## config.mk

```make
export PLATFORM = sky130hd
export DESIGN_NAME = bst_tap
export DESIGN_NICKNAME = d
export VERILOG_FILES = /design/src/hw/bst_pkg.sv /design/src/hw/bst_sync.sv /design/src/hw/bst_shift.sv /design/src/hw/bst_tap.sv
export VERILOG_INCLUDE_DIRS = /design/src /design/src/hw
export SDC_FILE = /design/constraint.sdc
export NUM_CORES = 1
export LEC_CHECK = 0
export ABC_AREA = 1
export BUFFER_PORTS_ARGS = -buffer_cell sky130_fd_sc_hd__buf_2
export CAP_MARGIN = 5
export CORE_UTILIZATION = 36
export CTS_CLUSTER_SIZE = 16
export DETAILED_ROUTE_END_ITERATION = 7
export GPL_TIMING_DRIVEN = 0
export PLACE_DENSITY = 0.55
export SLEW_MARGIN = 20
export SYNTH_ARGS = -nofsm -noshare
export SYNTH_HDL_FRONTEND = slang
export SYNTH_SLANG_ARGS = --single-unit
```

## constraint.sdc

```tcl
create_clock -name i_sys_clk -period 1.9 [get_ports i_sys_clk]
set_clock_uncertainty 0.2 [all_clocks]
set_input_delay 0.19 -clock i_sys_clk [delete_from_list [all_inputs] [get_ports i_sys_clk]]
set_output_delay 0.19 -clock i_sys_clk [all_outputs]
set_load 0.05 [all_outputs]
```

## src/hw/bst_regs.svh

```systemverilog
// Boundary-scan port constants: codes, widths, identity fields
`ifndef BST_REGS_SVH
`define BST_REGS_SVH

`define BST_IR_W 4
`define BST_IR_CAPTURE 4'h5
`define BST_BND_W 48
`define BST_ID_W 32
`define BST_OFS_W 16
`define BST_TMS_RESET_CNT 3'h5

`define BST_INS_EXTEST 4'h0
`define BST_INS_SAMPLE 4'h1
`define BST_INS_IDCODE 4'h2
`define BST_INS_CLAMP 4'h3
`define BST_INS_HIGHZ 4'h4
`define BST_INS_OFS_RD 4'h7
`define BST_INS_OFS_WR 4'h8
`define BST_INS_BYPASS 4'hF

// Identity fields, values arbitrary
`define BST_ID_VERSION 4'h1
`define BST_ID_PART 16'h0A5A
`define BST_ID_MFR 11'h2AA

`endif

```

## src/hw/bst_pkg.sv

```systemverilog
// Boundary-scan port types
package bst_pkg;
	typedef enum logic [3:0] {
		ST_TLR = 4'h0,
		ST_RTI = 4'h1,
		ST_SEL_DR = 4'h2,
		ST_CAP_DR = 4'h3,
		ST_SH_DR = 4'h4,
		ST_EX1_DR = 4'h5,
		ST_PA_DR = 4'h6,
		ST_EX2_DR = 4'h7,
		ST_UPD_DR = 4'h8,
		ST_SEL_IR = 4'h9,
		ST_CAP_IR = 4'hA,
		ST_SH_IR = 4'hB,
		ST_EX1_IR = 4'hC,
		ST_PA_IR = 4'hD,
		ST_EX2_IR = 4'hE,
		ST_UPD_IR = 4'hF
	} bst_state_t;
endpackage

```

## src/hw/bst_sync.sv

```systemverilog
// Two-flop synchroniser for pin inputs
`timescale 1ns/1ps
module bst_sync #(
	parameter int W = 4
) (
	input wire logic i_sys_clk,
	input wire logic i_reset_n,
	input wire logic [W-1:0] i_d,
	output logic [W-1:0] o_q
);
	logic [W-1:0] meta_reg;
	logic [W-1:0] sync_reg;

	always_ff @(posedge i_sys_clk)
	begin
		if (!i_reset_n)
		begin
			meta_reg <= '0;
			sync_reg <= '0;
		end
		else
		begin
			meta_reg <= i_d;
			sync_reg <= meta_reg;
		end
	end

	assign o_q = sync_reg;
endmodule // bst_sync

```

## src/hw/bst_shift.sv

```systemverilog
// Capture/shift/hold scan chain, shifts towards bit 0
`timescale 1ns/1ps
module bst_shift #(
	parameter int W = 8
) (
	input wire logic i_sys_clk,
	input wire logic i_reset_n,
	input wire logic i_capture,
	input wire logic i_shift,
	input wire logic [W-1:0] i_din,
	input wire logic i_si,
	output logic [W-1:0] o_q
);
	logic [W-1:0] chain_reg;
	logic [W-1:0] chain_next;
	logic [W:0] feed;

	assign feed = {i_si, chain_reg};

	genvar g;
	generate
		for (g = 0; g < W; g++)
		begin : g_cell
			assign chain_next[g] = i_capture ? i_din[g] : (i_shift ? feed[g+1] : chain_reg[g]);
		end
	endgenerate

	always_ff @(posedge i_sys_clk)
	begin
		if (!i_reset_n)
			chain_reg <= '0;
		else
			chain_reg <= chain_next;
	end

	assign o_q = chain_reg;
endmodule // bst_shift

```

## src/hw/bst_tap.sv

```systemverilog
// Boundary-scan test access port: controller, instruction and data registers
// Summary of operation
// - Five rising TCK edges with TMS high reach Test-Logic-Reset from anywhere.
// - Power-up reset places the controller in Test-Logic-Reset without TCK.
// - Controller reset precedes queue use; active test modes override queue logic.
// - Apart from power-up and TRST reset, state changes only on rising TCK, next state chosen by sampled TMS.
// - Test-Logic-Reset disables all test logic; device runs normally.
// - Capture-IR loads a fixed pattern whose two low bits are 01.
// - Shift-IR shifts one bit per rising TCK; TDO changes on falling TCK.
// - Update-IR latches the shifted instruction on falling TCK as current.
// - Pause states stop shifting and hold register contents.
// - Capture-DR parallel-loads the selected data register on rising TCK.
// - All data registers share TDI and TDO; instruction picks the path.
// - Bypass is one stage capturing zero in Capture-DR, harmless to operation.
// - Boundary chain holds 48 cells capturing pins and driving outputs.
// - Identity word: 32 bits, version, part, maker code, constant one.
// - Identity instruction code 2 selects the identity word.
// - Instruction is a 4-bit field giving 16 codes.
// - Clamp code 3 drives outputs from boundary chain contents.
// - High-impedance code 4 floats all device outputs.
// - Offset read code 7 shifts out almost-empty and almost-full offsets.
// - External test code 0 drives boundary values out and samples inputs.
// - Bypass, clamp and high-impedance place the bypass stage in the path.
`timescale 1ns/1ps
`include "bst_regs.svh"
module bst_tap (
	input wire logic i_sys_clk,
	input wire logic i_reset_n,
	input wire logic i_tck,
	input wire logic i_tms,
	input wire logic i_tdi,
	input wire logic i_trst_n,
	input wire logic [`BST_BND_W-1:0] i_bnd_capture,
	input wire logic [`BST_OFS_W-1:0] i_ae_offset,
	input wire logic [`BST_OFS_W-1:0] i_af_offset,
	output logic o_tdo,
	output logic o_tdo_oe,
	output logic [`BST_BND_W-1:0] o_bnd_drive,
	output logic o_bnd_mode,
	output logic o_hiz,
	output logic o_test_active,
	output logic [`BST_OFS_W-1:0] o_ae_offset,
	output logic [`BST_OFS_W-1:0] o_af_offset,
	output logic o_offset_wr
);
	logic [3:0] pin_s;
	logic tck_s;
	logic tms_s;
	logic tdi_s;
	logic trst_n_s;
	logic tck_d_reg;
	logic tck_rise;
	logic tck_fall;
	bst_pkg::bst_state_t state_reg;
	bst_pkg::bst_state_t state_next;
	logic [`BST_IR_W-1:0] instr_reg;
	logic [`BST_IR_W-1:0] ir_q;
	logic [`BST_BND_W-1:0] bnd_q;
	logic [`BST_ID_W-1:0] id_q;
	logic [2*`BST_OFS_W-1:0] ofs_q;
	logic byp_reg;
	logic tdo_reg;
	logic tdo_oe_reg;
	logic [`BST_BND_W-1:0] bnd_upd_reg;
	logic bnd_mode_reg;
	logic hiz_reg;
	logic test_active_reg;
	logic [`BST_OFS_W-1:0] ae_reg;
	logic [`BST_OFS_W-1:0] af_reg;
	logic ofs_wr_reg;
	logic in_sh_ir;
	logic in_sh_dr;
	logic ir_cap;
	logic ir_sh;
	logic dr_cap;
	logic dr_sh;
	logic sel_bnd;
	logic sel_id;
	logic sel_ofs;
	logic sel_byp;
	logic dr_so;
	logic tdo_next;
	logic [`BST_ID_W-1:0] id_word;
	logic ins_bnd_mode;
	logic ins_hiz;
	logic ins_test;
	logic [2:0] tms_cnt_reg;

	// Pin inputs cross into the system clock
	bst_sync #(.W(4)) u_sync (
		.i_sys_clk(i_sys_clk),
		.i_reset_n(i_reset_n),
		.i_d({i_trst_n, i_tdi, i_tms, i_tck}),
		.o_q(pin_s)
	);

	assign tck_s = pin_s[0];
	assign tms_s = pin_s[1];
	assign tdi_s = pin_s[2];
	assign trst_n_s = pin_s[3];
	assign tck_rise = tck_s & ~tck_d_reg;
	assign tck_fall = ~tck_s & tck_d_reg;

	// Controller next state from sampled TMS
	always_comb
	begin
		case (state_reg)
			bst_pkg::ST_TLR: state_next = tms_s ? bst_pkg::ST_TLR : bst_pkg::ST_RTI;
			bst_pkg::ST_RTI: state_next = tms_s ? bst_pkg::ST_SEL_DR : bst_pkg::ST_RTI;
			bst_pkg::ST_SEL_DR: state_next = tms_s ? bst_pkg::ST_SEL_IR : bst_pkg::ST_CAP_DR;
			bst_pkg::ST_CAP_DR: state_next = tms_s ? bst_pkg::ST_EX1_DR : bst_pkg::ST_SH_DR;
			bst_pkg::ST_SH_DR: state_next = tms_s ? bst_pkg::ST_EX1_DR : bst_pkg::ST_SH_DR;
			bst_pkg::ST_EX1_DR: state_next = tms_s ? bst_pkg::ST_UPD_DR : bst_pkg::ST_PA_DR;
			bst_pkg::ST_PA_DR: state_next = tms_s ? bst_pkg::ST_EX2_DR : bst_pkg::ST_PA_DR;
			bst_pkg::ST_EX2_DR: state_next = tms_s ? bst_pkg::ST_UPD_DR : bst_pkg::ST_SH_DR;
			bst_pkg::ST_UPD_DR: state_next = tms_s ? bst_pkg::ST_SEL_DR : bst_pkg::ST_RTI;
			bst_pkg::ST_SEL_IR: state_next = tms_s ? bst_pkg::ST_TLR : bst_pkg::ST_CAP_IR;
			bst_pkg::ST_CAP_IR: state_next = tms_s ? bst_pkg::ST_EX1_IR : bst_pkg::ST_SH_IR;
			bst_pkg::ST_SH_IR: state_next = tms_s ? bst_pkg::ST_EX1_IR : bst_pkg::ST_SH_IR;
			bst_pkg::ST_EX1_IR: state_next = tms_s ? bst_pkg::ST_UPD_IR : bst_pkg::ST_PA_IR;
			bst_pkg::ST_PA_IR: state_next = tms_s ? bst_pkg::ST_EX2_IR : bst_pkg::ST_PA_IR;
			bst_pkg::ST_EX2_IR: state_next = tms_s ? bst_pkg::ST_UPD_IR : bst_pkg::ST_SH_IR;
			bst_pkg::ST_UPD_IR: state_next = tms_s ? bst_pkg::ST_SEL_DR : bst_pkg::ST_RTI;
			default: state_next = bst_pkg::ST_TLR;
		endcase
	end

	// Power-up and TRST force reset; otherwise step on rising TCK
	always_ff @(posedge i_sys_clk)
	begin
		if (!i_reset_n || !trst_n_s)
			state_reg <= bst_pkg::ST_TLR;
		else if (tck_rise)
			state_reg <= state_next;
	end

	always_ff @(posedge i_sys_clk)
	begin
		if (!i_reset_n)
			tck_d_reg <= 1'b0;
		else
			tck_d_reg <= tck_s;
	end

	// State qualified strobes; pause states give neither, so chains hold
	assign in_sh_ir = (state_reg == bst_pkg::ST_SH_IR);
	assign in_sh_dr = (state_reg == bst_pkg::ST_SH_DR);
	assign ir_cap = tck_rise && (state_reg == bst_pkg::ST_CAP_IR);
	assign ir_sh = tck_rise && in_sh_ir;
	assign dr_cap = tck_rise && (state_reg == bst_pkg::ST_CAP_DR);
	assign dr_sh = tck_rise && in_sh_dr;

	// Instruction decode
	assign sel_bnd = (instr_reg == `BST_INS_EXTEST) || (instr_reg == `BST_INS_SAMPLE);
	assign sel_id = (instr_reg == `BST_INS_IDCODE);
	assign sel_ofs = (instr_reg == `BST_INS_OFS_RD) || (instr_reg == `BST_INS_OFS_WR);
	assign sel_byp = !(sel_bnd || sel_id || sel_ofs);
	assign ins_bnd_mode = (instr_reg == `BST_INS_EXTEST) || (instr_reg == `BST_INS_CLAMP);
	assign ins_hiz = (instr_reg == `BST_INS_HIGHZ);
	assign ins_test = ins_bnd_mode || ins_hiz || sel_ofs;
	assign id_word = {`BST_ID_VERSION, `BST_ID_PART, `BST_ID_MFR, 1'b1};

	// Instruction chain, 4 bits
	bst_shift #(.W(`BST_IR_W)) u_ir (
		.i_sys_clk(i_sys_clk),
		.i_reset_n(i_reset_n),
		.i_capture(ir_cap),
		.i_shift(ir_sh),
		.i_din(`BST_IR_CAPTURE),
		.i_si(tdi_s),
		.o_q(ir_q)
	);

	// Boundary chain of 48 cells
	bst_shift #(.W(`BST_BND_W)) u_bnd (
		.i_sys_clk(i_sys_clk),
		.i_reset_n(i_reset_n),
		.i_capture(dr_cap && sel_bnd),
		.i_shift(dr_sh && sel_bnd),
		.i_din(i_bnd_capture),
		.i_si(tdi_s),
		.o_q(bnd_q)
	);

	// Identity word, read only
	bst_shift #(.W(`BST_ID_W)) u_id (
		.i_sys_clk(i_sys_clk),
		.i_reset_n(i_reset_n),
		.i_capture(dr_cap && sel_id),
		.i_shift(dr_sh && sel_id),
		.i_din(id_word),
		.i_si(tdi_s),
		.o_q(id_q)
	);

	// Threshold offsets, almost-empty in the low half
	bst_shift #(.W(2*`BST_OFS_W)) u_ofs (
		.i_sys_clk(i_sys_clk),
		.i_reset_n(i_reset_n),
		.i_capture(dr_cap && sel_ofs),
		.i_shift(dr_sh && sel_ofs),
		.i_din({i_af_offset, i_ae_offset}),
		.i_si(tdi_s),
		.o_q(ofs_q)
	);

	// Bypass stage
	always_ff @(posedge i_sys_clk)
	begin
		if (!i_reset_n)
			byp_reg <= 1'b0;
		else if (dr_cap && sel_byp)
			byp_reg <= 1'b0;
		else if (dr_sh && sel_byp)
			byp_reg <= tdi_s;
	end

	// Shared serial output selection
	assign dr_so = sel_bnd ? bnd_q[0] : (sel_id ? id_q[0] : (sel_ofs ? ofs_q[0] : byp_reg));
	assign tdo_next = in_sh_ir ? ir_q[0] : dr_so;

	// TDO and its enable change on falling TCK only
	always_ff @(posedge i_sys_clk)
	begin
		if (!i_reset_n)
		begin
			tdo_reg <= 1'b0;
			tdo_oe_reg <= 1'b0;
		end
		else if (tck_fall)
		begin
			tdo_reg <= tdo_next;
			tdo_oe_reg <= in_sh_ir || in_sh_dr;
		end
	end

	// Current instruction
	always_ff @(posedge i_sys_clk)
	begin
		if (!i_reset_n || state_reg == bst_pkg::ST_TLR)
			instr_reg <= `BST_INS_IDCODE;
		else if (tck_fall && state_reg == bst_pkg::ST_UPD_IR)
			instr_reg <= ir_q;
	end

	// Boundary update stage and test mode outputs
	always_ff @(posedge i_sys_clk)
	begin
		if (!i_reset_n)
			bnd_upd_reg <= '0;
		else if (tck_fall && state_reg == bst_pkg::ST_UPD_DR && sel_bnd)
			bnd_upd_reg <= bnd_q;
	end

	always_ff @(posedge i_sys_clk)
	begin
		if (!i_reset_n)
		begin
			bnd_mode_reg <= 1'b0;
			hiz_reg <= 1'b0;
			test_active_reg <= 1'b0;
		end
		else
		begin
			bnd_mode_reg <= ins_bnd_mode;
			hiz_reg <= ins_hiz;
			test_active_reg <= ins_test;
		end
	end

	// Offset write-back on Update-DR
	always_ff @(posedge i_sys_clk)
	begin
		if (!i_reset_n)
		begin
			ae_reg <= '0;
			af_reg <= '0;
			ofs_wr_reg <= 1'b0;
		end
		else
		begin
			ofs_wr_reg <= tck_fall && state_reg == bst_pkg::ST_UPD_DR
				&& instr_reg == `BST_INS_OFS_WR;
			if (tck_fall && state_reg == bst_pkg::ST_UPD_DR && instr_reg == `BST_INS_OFS_WR)
			begin
				ae_reg <= ofs_q[`BST_OFS_W-1:0];
				af_reg <= ofs_q[2*`BST_OFS_W-1:`BST_OFS_W];
			end
		end
	end

	assign o_tdo = tdo_reg;
	assign o_tdo_oe = tdo_oe_reg;
	assign o_bnd_drive = bnd_upd_reg;
	assign o_bnd_mode = bnd_mode_reg;
	assign o_hiz = hiz_reg;
	assign o_test_active = test_active_reg;
	assign o_ae_offset = ae_reg;
	assign o_af_offset = af_reg;
	assign o_offset_wr = ofs_wr_reg;

	// Checking helper: consecutive TMS-high rising edges
	always_ff @(posedge i_sys_clk)
	begin
		if (!i_reset_n)
			tms_cnt_reg <= 3'h0;
		else if (tck_rise)
			tms_cnt_reg <= tms_s ? ((tms_cnt_reg == `BST_TMS_RESET_CNT) ? tms_cnt_reg
				: tms_cnt_reg + 3'h1) : 3'h0;
	end
endmodule // bst_tap

```

## After elaboration in Yosys (flattened, before gate mapping)

Cells that the tools add are included.

| storage, ports and cells | value |
|---|---|
| flip-flop bits (word level) | 220 |
| output and inout port bits | 86 |
| input bits | 86 |
| logic and storage cells | 295 |

| operators by class | value |
|---|---|
| mux-type cells | 207 |
| equal/unequal tests | 21 |
| bitwise gates (word level) | 5 |
| reduce and logical (&&, ||, !) cells | 41 |

Operators by type and width:

| operator | number |
|---|---|
| 1-bit two-way mux | 197 |
| 4-bit case mux with 12 select lines | 1 |
| 4-bit equality test (second input constant) | 9 |
| 4-bit by 3-bit equality test with 1-bit output (second input constant) | 6 |
| 4-bit by 2-bit equality test with 1-bit output (second input constant) | 4 |
| 1-bit logical AND | 16 |
| 4-bit two-way mux | 4 |
| 1-bit logical OR | 10 |
| 2-bit OR reduction | 5 |
| 4-bit by 1-bit equality test with 1-bit output (second input constant) | 2 |
| 4-bit logical NOT | 2 |
| 2-bit nonzero test | 4 |
| 2-bit two-way mux | 3 |
| 3-bit two-way mux | 2 |
| 1-bit logical NOT | 3 |
| 1-bit NOT | 3 |
| 3-bit OR reduction | 1 |
| 1-bit AND | 2 |

## Longest topological paths before layout

Gate-level depths: netlist (run 1).

| depth | value |
|---|---|
| depth in word-level cells | 7 |
| gate-level depth with buffers | 12 |
| gate-level depth less buffers | 11 |

## Hierarchy

A second synthesis (run 1) with hierarchy kept.

| unflattened totals | value |
|---|---|
| cells, all modules | 1522 |
| area, all modules | 10138.5 µm² |

Modules (own cells, without submodules):

| module | times used | sequential area each (µm²) | cells an instance | area an instance (µm²) |
|---|---|---|---|---|
| bst_tap | 1 | 1921.8 | 512 | 3885.0 |
| bst_shift at u_id ... | 2 | 640.6 | 273 | 1715.4 |
| bst_shift at u_bnd | 1 | 960.9 | 408 | 2404.8 |
| bst_sync | 1 | 160.2 | 25 | 225.2 |
| bst_shift at u_ir | 1 | 80.1 | 31 | 192.7 |

## Worst setup path before layout (run 1)

Ideal clock, no wire load.

| timing path | value |
|---|---|
| kind | register to register |
| start point | register state_reg[2] |
| end point | register u_id.chain_reg[6] (netlist: u_id.o_q[6]) |
| data arrival time | 1396 ps |
| period minus slack after synthesis | 1728 ps |
| slack | 172 ps |
| stages on the path, launching flop included | 12 |
| path buffers | 2 |
| library setup time | 132 ps |
| path through | dfxtp_1 -> inv_2 -> nor2_4 -> nand2_2 -> nor2_8 -> inv_2 -> nor2_4 -> buf_6 -> inv_4 -> buf_6 -> o21ai_2 -> a21oi_1 |

| on the way | value |
|---|---|
| word-level cells in the longest chain between the ends | 4 |
| elaborated cells between the ends (all ways) | 8 |
| classes of those cells | eq/ne: 2; mux: 1; reduce/logical: 5 |

Ends and longest elaborated chain:

| item | line | RTL |
|---|---|---|
| start, declared | bst_tap.sv:54 | `bst_pkg::bst_state_t state_reg;` |
| start signal, assigned | bst_tap.sv:132 | `state_reg <= bst_pkg::ST_TLR;` |
| start signal, assigned | bst_tap.sv:134 | `state_reg <= state_next;` |
| 4-bit by 2-bit equality test with 1-bit output or 4-bit by 3-bit equality test with 1-bit output (tied branches) | bst_tap.sv:150, bst_tap.sv:147 |  |
| 1-bit logical AND (on tied branches) | bst_tap.sv:150, bst_tap.sv:151 |  |
| 1-bit logical AND (on tied branches) | bst_tap.sv:189, bst_tap.sv:190 |  |
| 1-bit two-way mux or 2-bit nonzero test (tied branches) | -- |  |
| end signal, assigned | bst_shift.sv:33 | `chain_reg <= chain_next;` |
| end, declared | bst_shift.sv:14 | `logic [W-1:0] chain_reg;` |

Several ways; a longest one is shown, not always the timed one.
A chain may end at the register's enable or synchronous reset.

## Final worst setup path (run 1)

| timing path | value |
|---|---|
| start point | register state_reg[3] |
| end point | register u_bnd.chain_reg[30] (netlist: u_bnd.o_q[30]) |

| on the way | value |
|---|---|
| word-level cells in the longest chain between the ends | 4 |
| elaborated cells between the ends (all ways) | 8 |
| classes of those cells | eq/ne: 2; mux: 1; reduce/logical: 5 |

Ends and longest elaborated chain:

| item | line |
|---|---|
| 4-bit by 2-bit equality test with 1-bit output or 4-bit by 3-bit equality test with 1-bit output (tied branches) | bst_tap.sv:150, bst_tap.sv:147 |
| 1-bit logical AND (on tied branches) | bst_tap.sv:150, bst_tap.sv:151 |
| 1-bit logical AND (on tied branches) | bst_tap.sv:178, bst_tap.sv:179 |
| 1-bit two-way mux or 2-bit nonzero test (tied branches) | -- |
| end signal, assigned | bst_shift.sv:33 |
| end, declared | bst_shift.sv:14 |

Several ways; a longest one is shown, not always the timed one.

==> out/results.ini, run 1 <==
[sta]
fmaxAchievable_ghz = 0.531
timing.final.crit_share_pct = 99.2
finalSetupViolCount = 0
worst_slew_pin_slew_ns = 0.836
rsz0062_at_grt = yes
tns_ns = 0
final_hold_viol_count = 0
layout_min_cycle_time_ns = 1.88
maxSlewViolCount = 0
maxSlewHeadroom_pct = 44.3

[global_routing]
overflow = 0
grt_pass1_vias = 8235
grt_pass1_wl_mm = 42.1
grt_antenna_before_repair = 0
track_usage_pct = 19.6
grt_max_degree = 13

[setup_path]
worstSetupPathType = reg2reg
worstPathArrival_ns = 2.05
worstPathRequired_ns = 2.06
crit_family = simple AND/OR/NAND/NOR gates
cp_cell_sequence = nor2_4, nand3_4, buf_6, buf_6, or2_0, a21oi_2, a211oi_2
rrSetupSlack_ns = 0.02
crit_fanout = 10
rr_endpoint = u_bnd.o_q[30]$_SDFFE_PN0P_
worst_path_max_delay_cell = dfxtp_4
critPathMaxStageDelay_ns = 0.37
reg2reg_from = state_reg[3]$_SDFFE_PP0P_
start_kind = flop
rr_worst_depth = 7
end_kind = flop
critPathBufInv = 2
crit_top_cell = buf_6

[yosys]
synth_cell_types = 38
syn-cell-area_um2 = 9270
yosys_register_bits = 220
syn_inst = 1142
ys_warn_count = 0
synth_flop_cell = dfxtp_1
synth.avg_cell_area_um2 = 8.12
async_flop_share_pct = 0
syn-num-nets = 1228
synth-edff-count = 0
seq_area_frac_synth_pct = 47.5

[cells_and_area]
drive_gt1_share_pct = 31.8
layoutNonFillerInstCount = 1804
n_antenna_cell = 0
multi_input_area_um2 = 4060
finalNetCount = 1541
syn_to_final_growth_pct = 41.2
fillerInstances = 2379
regArea_um2 = 4420

[floorplan]
die-area_um2 = 26400
fp-row-count = 58
core_um2 = 25300
initial_core_util_pct = 36.7
die_h_um = 162
die_x_um = 162
io_pins = 172

[clock_network]
clk_pin_slew_ns = 0.06
cts-root-buf = clkbuf_16
cts_max_path_buffers = 3
htreeDepth = 1
worst_skew_pair.late_latency_ns = 0.52
cts_buffers = 26
clock_sinks = 220
cts_tree = yes

[job]
maxCapViolations = 0

[power_and_ir_drop]
total_leakage_power_nw = 5.73
pwr-share-seq_pct = 45.8
p_switching_mw = 2.09
vdd_drop_max_mv = 0.611
sw_frac_of_total_pct = 20.7
clockPowerShare_pct = 50.5
total_power_mw = 10.1
powerDensity_nw_per_um2 = 771
p_int_mw = 7.99
power_frac_comb_pct = 3.7

[drt]
drt-total-wl_mm = 26.8
dr.pass1.iters = 5
antenna_left = 0
drc = 0
wl_per_cell_um = 14.8
drt_iter0_markers = 477
via_per_inst = 4.77
vias = 8614

[hold_path]
whs_path_depth = 4
min_to = o_af_offset[14]$_SDFFE_PN0P_
hold_path_class = in2reg
hold_start = i_reset_n

[placed_design]
place_inst = 1643
hpwl_mm = 17.8
gp_congestion = 0.837
numPortBuffers = 171

[outcome]
run_status = finished, final reports clean

==> cell type report <==
class                      instances  area share [%]
sequential                       220            33.8
multi-input combinational        700            31.1
timing repair buffer             285            15.8
clock buffer                      41            6.18
buffer                            76            4.95
inverter                         146            4.40
tap                              330            3.16
clock inverter                     6           0.641
==> tightest hold or removal path: stages <==
cell	delay [ns]
buf_2	0.13
clkbuf_1	0.23
o21ai_0	0.13
a21oi_1	0.04
==> synthesized netlist by cell type (4+ instances only) <==
master,instances,area share (%)
a211oi_2,43,5.8
nor2_1,28,1.1
buf_6,17,2.1
or2_0,10,0.67
clkbuf_1,26,1.1
a21oi_1,228,12
inv_1,139,5.6
dfxtp_1,220,48
buf_4,10,0.81
o21ai_1,39,2.1
nand2_2,5,0.34
o21ai_0,108,5.8
buf_2,19,1.0
a211oi_1,10,0.81
nand3_1,10,0.54
or2_2,38,2.6
nor2_4,4,0.49
nor2_2,5,0.34
nand2_1,150,6.1
==> metrics by stage <==
stage	hold WS [ns]	setup WS, ns	area, um^2	utilization (%)
after CTS	0.0110	0.000379	12500	49.6
after global routing	0.0954	-0.0874	13100	51.8
after global placement	0.182	-0.254	10500	41.7
final	0.0567	0.0161	13100	51.8
after detailed placement	0.179	-0.224	10500	41.7
after floorplan	0.0876	0.172	9270	-
==> metal layers <==
layer	routed length [um]	global-route usage (%)	vias up
li1	-	-	4424
met1	12800	26.5	3949
met2	12200	32.3	199
met3	1220	3.31	42
met4	545	4.72	0
met5	0	0	-
==> timing repair <==
action / in CTS / in global routing
buffers inserted: 14 / 11
hold buffers: 85 / 0
endpoints found under the hold margin: 87 / 0
cloned: 1 / 4
endpoints found under the setup margin: 183 / 174
pin swaps: 10 / 74
gates resized for setup: 40 / 120
==> cells in the final DEF, fill, tap and decap left out, drive strengths merged <==
cell type and count:
nand2 157, o21a 1, bufinv 2, o21ai 152, nor3 2, o221a 1
clkbuf 68, a41oi 1, nor2 38, a21oi 230, o2111ai 1, clkinv 7
buf 249, a211oi 53, clkinvlp 1, or2 48, inv 142, nand4 2
nand3 11, o211ai 3, dlygate4sd3 85, dfxtp 220
==> cells by family (layout without fill, tap and decap cells) <==
family	count (synthesis)	in the layout	synth area share, %
buf+inv	222	554	11.1
compound gates	442	442	28.3
flops	220	220	47.5
simple gates	258	258	13.0
==> power by group through the flow <==
stage	Sequential (mW)	Combinational [mW]	Clock, mW
after floorplan	4.73	0.0871	0
after global placement	4.73	0.233	0
after detailed placement	4.73	0.231	0
after CTS	4.62	0.372	5.19
after global routing	4.62	0.407	5.40
final	4.62	0.374	5.09
==> how the worst max path moves through the flow <==
stage | startpoint | endpoint | slack [ns] | cells after the start
after detailed placement | tck_d_reg$_SDFF_PN0_ | u_bnd.o_q[19]$_SDFFE_PN0P_ | -0.22 | 10
after global placement | tck_d_reg$_SDFF_PN0_ | u_bnd.o_q[22]$_SDFFE_PN0P_ | -0.25 | 10
after CTS | instr_reg[3]$_SDFFE_PP0P_ | o_bnd_drive[21]$_SDFFE_PN0P_ | 0.0004 | 8
after global routing | state_reg[2]$_SDFFE_PP0P_ | u_ofs.o_q[11]$_SDFFE_PN0P_ | -0.09 | 11
final | state_reg[3]$_SDFFE_PP0P_ | u_bnd.o_q[30]$_SDFFE_PN0P_ | 0.02 | 7
after floorplan | state_reg[2]$_SDFFE_PP0P_ | u_id.o_q[6]$_SDFFE_PN0P_ | 0.17 | 11
No activity file was read; power rests on OpenSTA's default activity.
==> run 2, diff against run 1 <==
--- a/config.mk
+++ b/config.mk
@@ -9,6 +9,7 @@
 export ABC_AREA = 1
 export BUFFER_PORTS_ARGS = -buffer_cell sky130_fd_sc_hd__buf_2
 export CAP_MARGIN = 5
+export CORE_ASPECT_RATIO = 0.6
 export CORE_UTILIZATION = 36
 export CTS_CLUSTER_SIZE = 16
 export DETAILED_ROUTE_END_ITERATION = 7
==> out/results.ini, run 2 (same netlist as run 1, synthesis figures left out) <==
[outcome]
run_status = finished, violations left
violations = setup timing

[power_and_ir_drop]
p_switching_mw = 2.04
clockPowerShare_pct = 47.7
pwr-share-seq_pct = 48.3
vdd_drop_max_mv = 0.491
p_int_mw = 7.52
sw_frac_of_total_pct = 21.4
power_frac_comb_pct = 4.0
total_leakage_power_nw = 5.61
powerDensity_nw_per_um2 = 745
total_power_mw = 9.56

[drt]
drt-total-wl_mm = 28.3
drt_iter0_markers = 630
vias = 8748
dr.pass1.iters = 5
antenna_left = 0
wl_per_cell_um = 15.8
via_per_inst = 4.88
drc = 0

[sta]
fmaxAchievable_ghz = 0.519
tns_ns = -0.268
timing.final.crit_share_pct = 101
fin_hold_ws_ns = 0.0458
maxSlewViolCount = 0
rsz0062_at_grt = yes
finalSetupViolCount = 21
maxSlewHeadroom_pct = 48.7
worst_slew_pin_slew_ns = 0.769
worst_slack_ns = -0.0284
final_hold_viol_count = 0
layout_min_cycle_time_ns = 1.93

[cells_and_area]
most-common-layout-cells = dfxtp_1 (212), a21oi_1 (207), buf_2 (177), nand2_1 (146), inv_1 (134)
drive_gt1_share_pct = 30.2
final_common_cell = dfxtp_1
layoutNonFillerInstCount = 1791
finalNetCount = 1533
n_antenna_cell = 0
syn_to_final_growth_pct = 38.5

[clock_network]
htreeDepth = 1
cts_max_path_buffers = 3
worst_skew_pair.late_latency_ns = 0.51
cts-root-buf = clkbuf_16
clk_pin_slew_ns = 0.06
cts_buffers = 23
clock_sinks = 220
cts_tree = yes

[placed_design]
hpwl_mm = 19.1
numPortBuffers = 171
place_inst = 1642
gp_congestion = 0.857

[floorplan]
io_pins = 172
die_x_um = 209
die-area_um2 = 26400
fp-row-count = 45
initial_core_util_pct = 36.7
core_um2 = 25300
die_h_um = 126

[setup_path]
end_kind = flop
worstSetupPathType = reg2reg
worstPathRequired_ns = 2.13
worstPathArrival_ns = 2.16
start_kind = flop
crit_fanout = 10

[global_routing]
grt_pass1_wl_mm = 45.0
grt_max_degree = 14
track_usage_pct = 21.1
grt_antenna_before_repair = 0
overflow = 0
grt_pass1_vias = 8306

[job]
maxCapViolations = 0

[hold_path]
hold_path_class = in2reg

-- run 2: cell count changes in the layout (fill, tap and decap cells not counted), sizes merged --
cell,previous run,this run
clkinvlp,1,0
clkinv,7,4
clkbuf,68,70
buf,249,238
inv,142,143
-- run 2: critical path, stage by stage, from the launching register on --
cell and delay (ns):
dfxtp_4 0.36, nor2_4 0.16, nand3_4 0.20, inv_6 0.17, o21ai_4 0.08, buf_12 0.14
buf_12 0.15, buf_8 0.15, a211oi_2 0.21
-- run 2: area by class of cell --
type                            instances  area, um^2
Buffer                                 75         634
Fill cell                            2445       12400
Clock buffer                           37         678
Sequential cell                       220        4430
Clock inverter                          3        65.1
Tap cell                              329         412
Multi-Input combinational cell        700        4040
Inverter                              146         566
Timing Repair Buffer                  281        2020
-- run 2: worst paths after layout --
kind | start | endpoint | cells past startpoint | slack, ns
worst max-delay path | state_reg[2]$_SDFFE_PP0P_ | u_bnd.o_q[34]$_SDFFE_PN0P_ | 8 | -0.03
worst min-delay path | i_reset_n | o_af_offset[14]$_SDFFE_PN0P_ | 4 | 0.05
worst min register to register | u_sync.meta_reg[0]$_SDFF_PN0_ | u_sync.o_q[0]$_SDFF_PN0_ | 2 | 0.21
worst max register to register | state_reg[2]$_SDFFE_PP0P_ | u_bnd.o_q[34]$_SDFFE_PN0P_ | 8 | -0.03
-- run 2: per-stage QoR --
| step | utilization [%] | setup slack [ns] | area [um^2] |
|---|---|---|---|
| 2_1_floorplan | - | 0.172 | 9270 |
| 3_3_place_gp | 41.7 | -0.307 | 10500 |
| 3_5_place_dp | 41.7 | -0.289 | 10500 |
| 4_1_cts | 49.1 | -0.00434 | 12400 |
| 5_1_grt | 50.8 | -0.0615 | 12800 |
| 6_report | 50.8 | -0.0284 | 12800 |
-- run 2: what timing repair did --
item	in CTS	in global routing
endpoints found under the hold margin	87	0
hold buffers	85	0
pin swaps	11	29
endpoints found under the setup margin	184	186
setup buffers	12	10
gates resized for setup	59	82
cloned	0	4
-- run 2: routing by layer --
layer,up-vias,track usage [%],share of wire [%]
met5,-,0,0
met4,0,3.81,1.3
met3,30,4.61,5.9
met2,232,29.2,40
met1,4093,32.9,53
li1,4393,-,-
-- run 2: power groups by stage --
stage	Clock [mW]	Combinational, mW	Sequential, mW
final	4.56	0.382	4.62
after global routing	4.90	0.412	4.62
after CTS	4.67	0.373	4.62
after detailed placement	0	0.236	4.73
after global placement	0	0.239	4.73
after floorplan	0	0.0871	4.73
==> run 3, diff against run 2 <==
--- a/config.mk
+++ b/config.mk
@@ -14,7 +14,6 @@
 export CTS_CLUSTER_SIZE = 16
 export DETAILED_ROUTE_END_ITERATION = 7
 export GPL_TIMING_DRIVEN = 0
-export PLACE_DENSITY = 0.55
 export SLEW_MARGIN = 20
 export SYNTH_ARGS = -nofsm -noshare
 export SYNTH_HDL_FRONTEND = slang
==> out/results.ini, run 3 (same netlist as run 1, synthesis figures left out) <==
[drt]
drc = 0
dr.pass1.iters = 5
antenna_left = 0
wl_per_cell_um = 15.6
drt-total-wl_mm = 28.2
via_per_inst = 4.91
vias = 8867
drt_iter0_markers = 655

[clock_network]
clock_sinks = 220
cts-root-buf = clkbuf_16
htreeDepth = 1
cts_max_path_buffers = 3
worst_skew_pair.late_latency_ns = 0.51
cts_tree = yes
cts_buffers = 23
clk_pin_slew_ns = 0.06

[job]
maxCapViolations = 0

[setup_path]
crit_fanout = 8
cp_cell_sequence = inv_4, nor2_4, nand2_4, nor2_8, buf_6, o21ai_4, buf_12, clkbuf_16, clkbuf_16, a211oi_2
worstPathArrival_ns = 2.11
cp-startpoint = state_reg[2]$_SDFFE_PP0P_
worstSetupPathType = reg2reg
crit_top_cell = clkbuf_16
rr_worst_depth = 10
worst_path_max_delay_cell = dfxtp_4
cp_num_cells = 10
end_kind = flop
crit_family = buffers and inverters
critPathMaxStageDelay_ns = 0.38
start_kind = flop
rrSetupSlack_ns = 0.03
critPathBufInv = 5
worstPathRequired_ns = 2.13
reg2reg_from = state_reg[2]$_SDFFE_PP0P_

[power_and_ir_drop]
powerDensity_nw_per_um2 = 727
total_power_mw = 9.45
vdd_drop_max_mv = 0.589
total_leakage_power_nw = 5.72

[placed_design]
hpwl_mm = 19.0
numPortBuffers = 171
gp_congestion = 0.883
place_inst = 1642
post-place-ws_ns = -0.302

[sta]
worst_slack_ns = 0.0258
maxSlewViolCount = 0
fin_hold_ws_ns = 0.155
rsz0062_at_grt = yes
maxSlewHeadroom_pct = 47.1
final_hold_viol_count = 0
worst_slew_pin_slew_ns = 0.794
finalSetupViolCount = 0
layout_min_cycle_time_ns = 1.87
fmaxAchievable_ghz = 0.534
timing.final.crit_share_pct = 98.6

[floorplan]
fp-row-count = 45
core_um2 = 25300
io_pins = 172
die_x_um = 209
die_h_um = 126
die-area_um2 = 26400
initial_core_util_pct = 36.7

[hold_path]
hold_start = i_reset_n
hold_path_class = in2reg
whs_path_depth = 4

[outcome]
run_status = finished, final reports clean

[cells_and_area]
final_common_cell = dfxtp_1
finalNetCount = 1546
n_antenna_cell = 0
syn_to_final_growth_pct = 40.1
drive_gt1_share_pct = 31.6
most-common-layout-cells = dfxtp_1 (212), a21oi_1 (200), buf_2 (182), nand2_1 (147), inv_1 (135)
fin_util_pct = 51.4
layoutNonFillerInstCount = 1805

[global_routing]
overflow = 0
grt_pass1_wl_mm = 42.8
grt_antenna_before_repair = 0
grt_pass1_vias = 7931
grt_max_degree = 15
track_usage_pct = 20.0

[run 3: cell count changes in the layout (fill, tap and decap cells not counted), sizes merged]
cell / before / now
buf: 238 / 252
bufinv: 2 / 1
clkbuf: 70 / 63
clkinv: 4 / 9
dlygate4sd3: 85 / 86
inv: 143 / 145
[run 3: area by class of cell]
class                   instances  area, um^2
repair buffers                294        2150
clock buffers                  32         659
flip-flops and latches        220        4430
inverters                     146         571
multi-input cells             700        4040
plain buffers                  75         643
fillers                      2375       12300
well taps                     329         412
clock inverters                 9        77.6
[run 3: metrics by stage]
stage	setup TNS, ns	area [um^2]
final	0	13000
after global routing	-0.687	13000
after CTS	-0.323	12300
after detailed placement	-28.34	10500
after global placement	-26.05	10500
after floorplan	0	9270
[run 3: report_power, final]
group          switching [mW]  total, mW  internal, mW
clock                    1.88       4.44          2.56
sequential            0.00632       4.62          4.61
combinational           0.178      0.384         0.205
[run 3: final timing paths]
path	to
worst min-delay path	o_ae_offset[15]$_SDFFE_PN0P_
worst max register to register	u_bnd.o_q[9]$_SDFFE_PN0P_
worst min register to register	u_sync.o_q[3]$_SDFF_PN0_
worst max-delay path	u_bnd.o_q[9]$_SDFFE_PN0P_
[run 3: per-layer routing]
metal / global-route usage [%] / routed length [um] / vias to the layer above
met4: 3.59 / 403 / 0
li1: - / - / 4435
met5: 0 / 0 / -
met3: 3.39 / 1630 / 32
met1: 31.6 / 14800 / 4138
met2: 27.9 / 11300 / 262
[run 3: repair_timing]
action | in CTS | in global routing
setup buffers | 14 | 15
gates cloned | 1 | 8
pin swaps | 13 | 51
gates resized for setup | 37 | 127
hold buffers | 86 | 0
hold endpoints to repair | 94 | 0
setup endpoints to repair | 181 | 174
[run 3: worst register-to-register path: cells and delay by family (launching register included)]
kind / cells / cell delay (ns)
flops: 1 / 0.38
compound gates: 2 / 0.25
simple gates: 3 / 0.34
buf+inv: 5 / 0.63
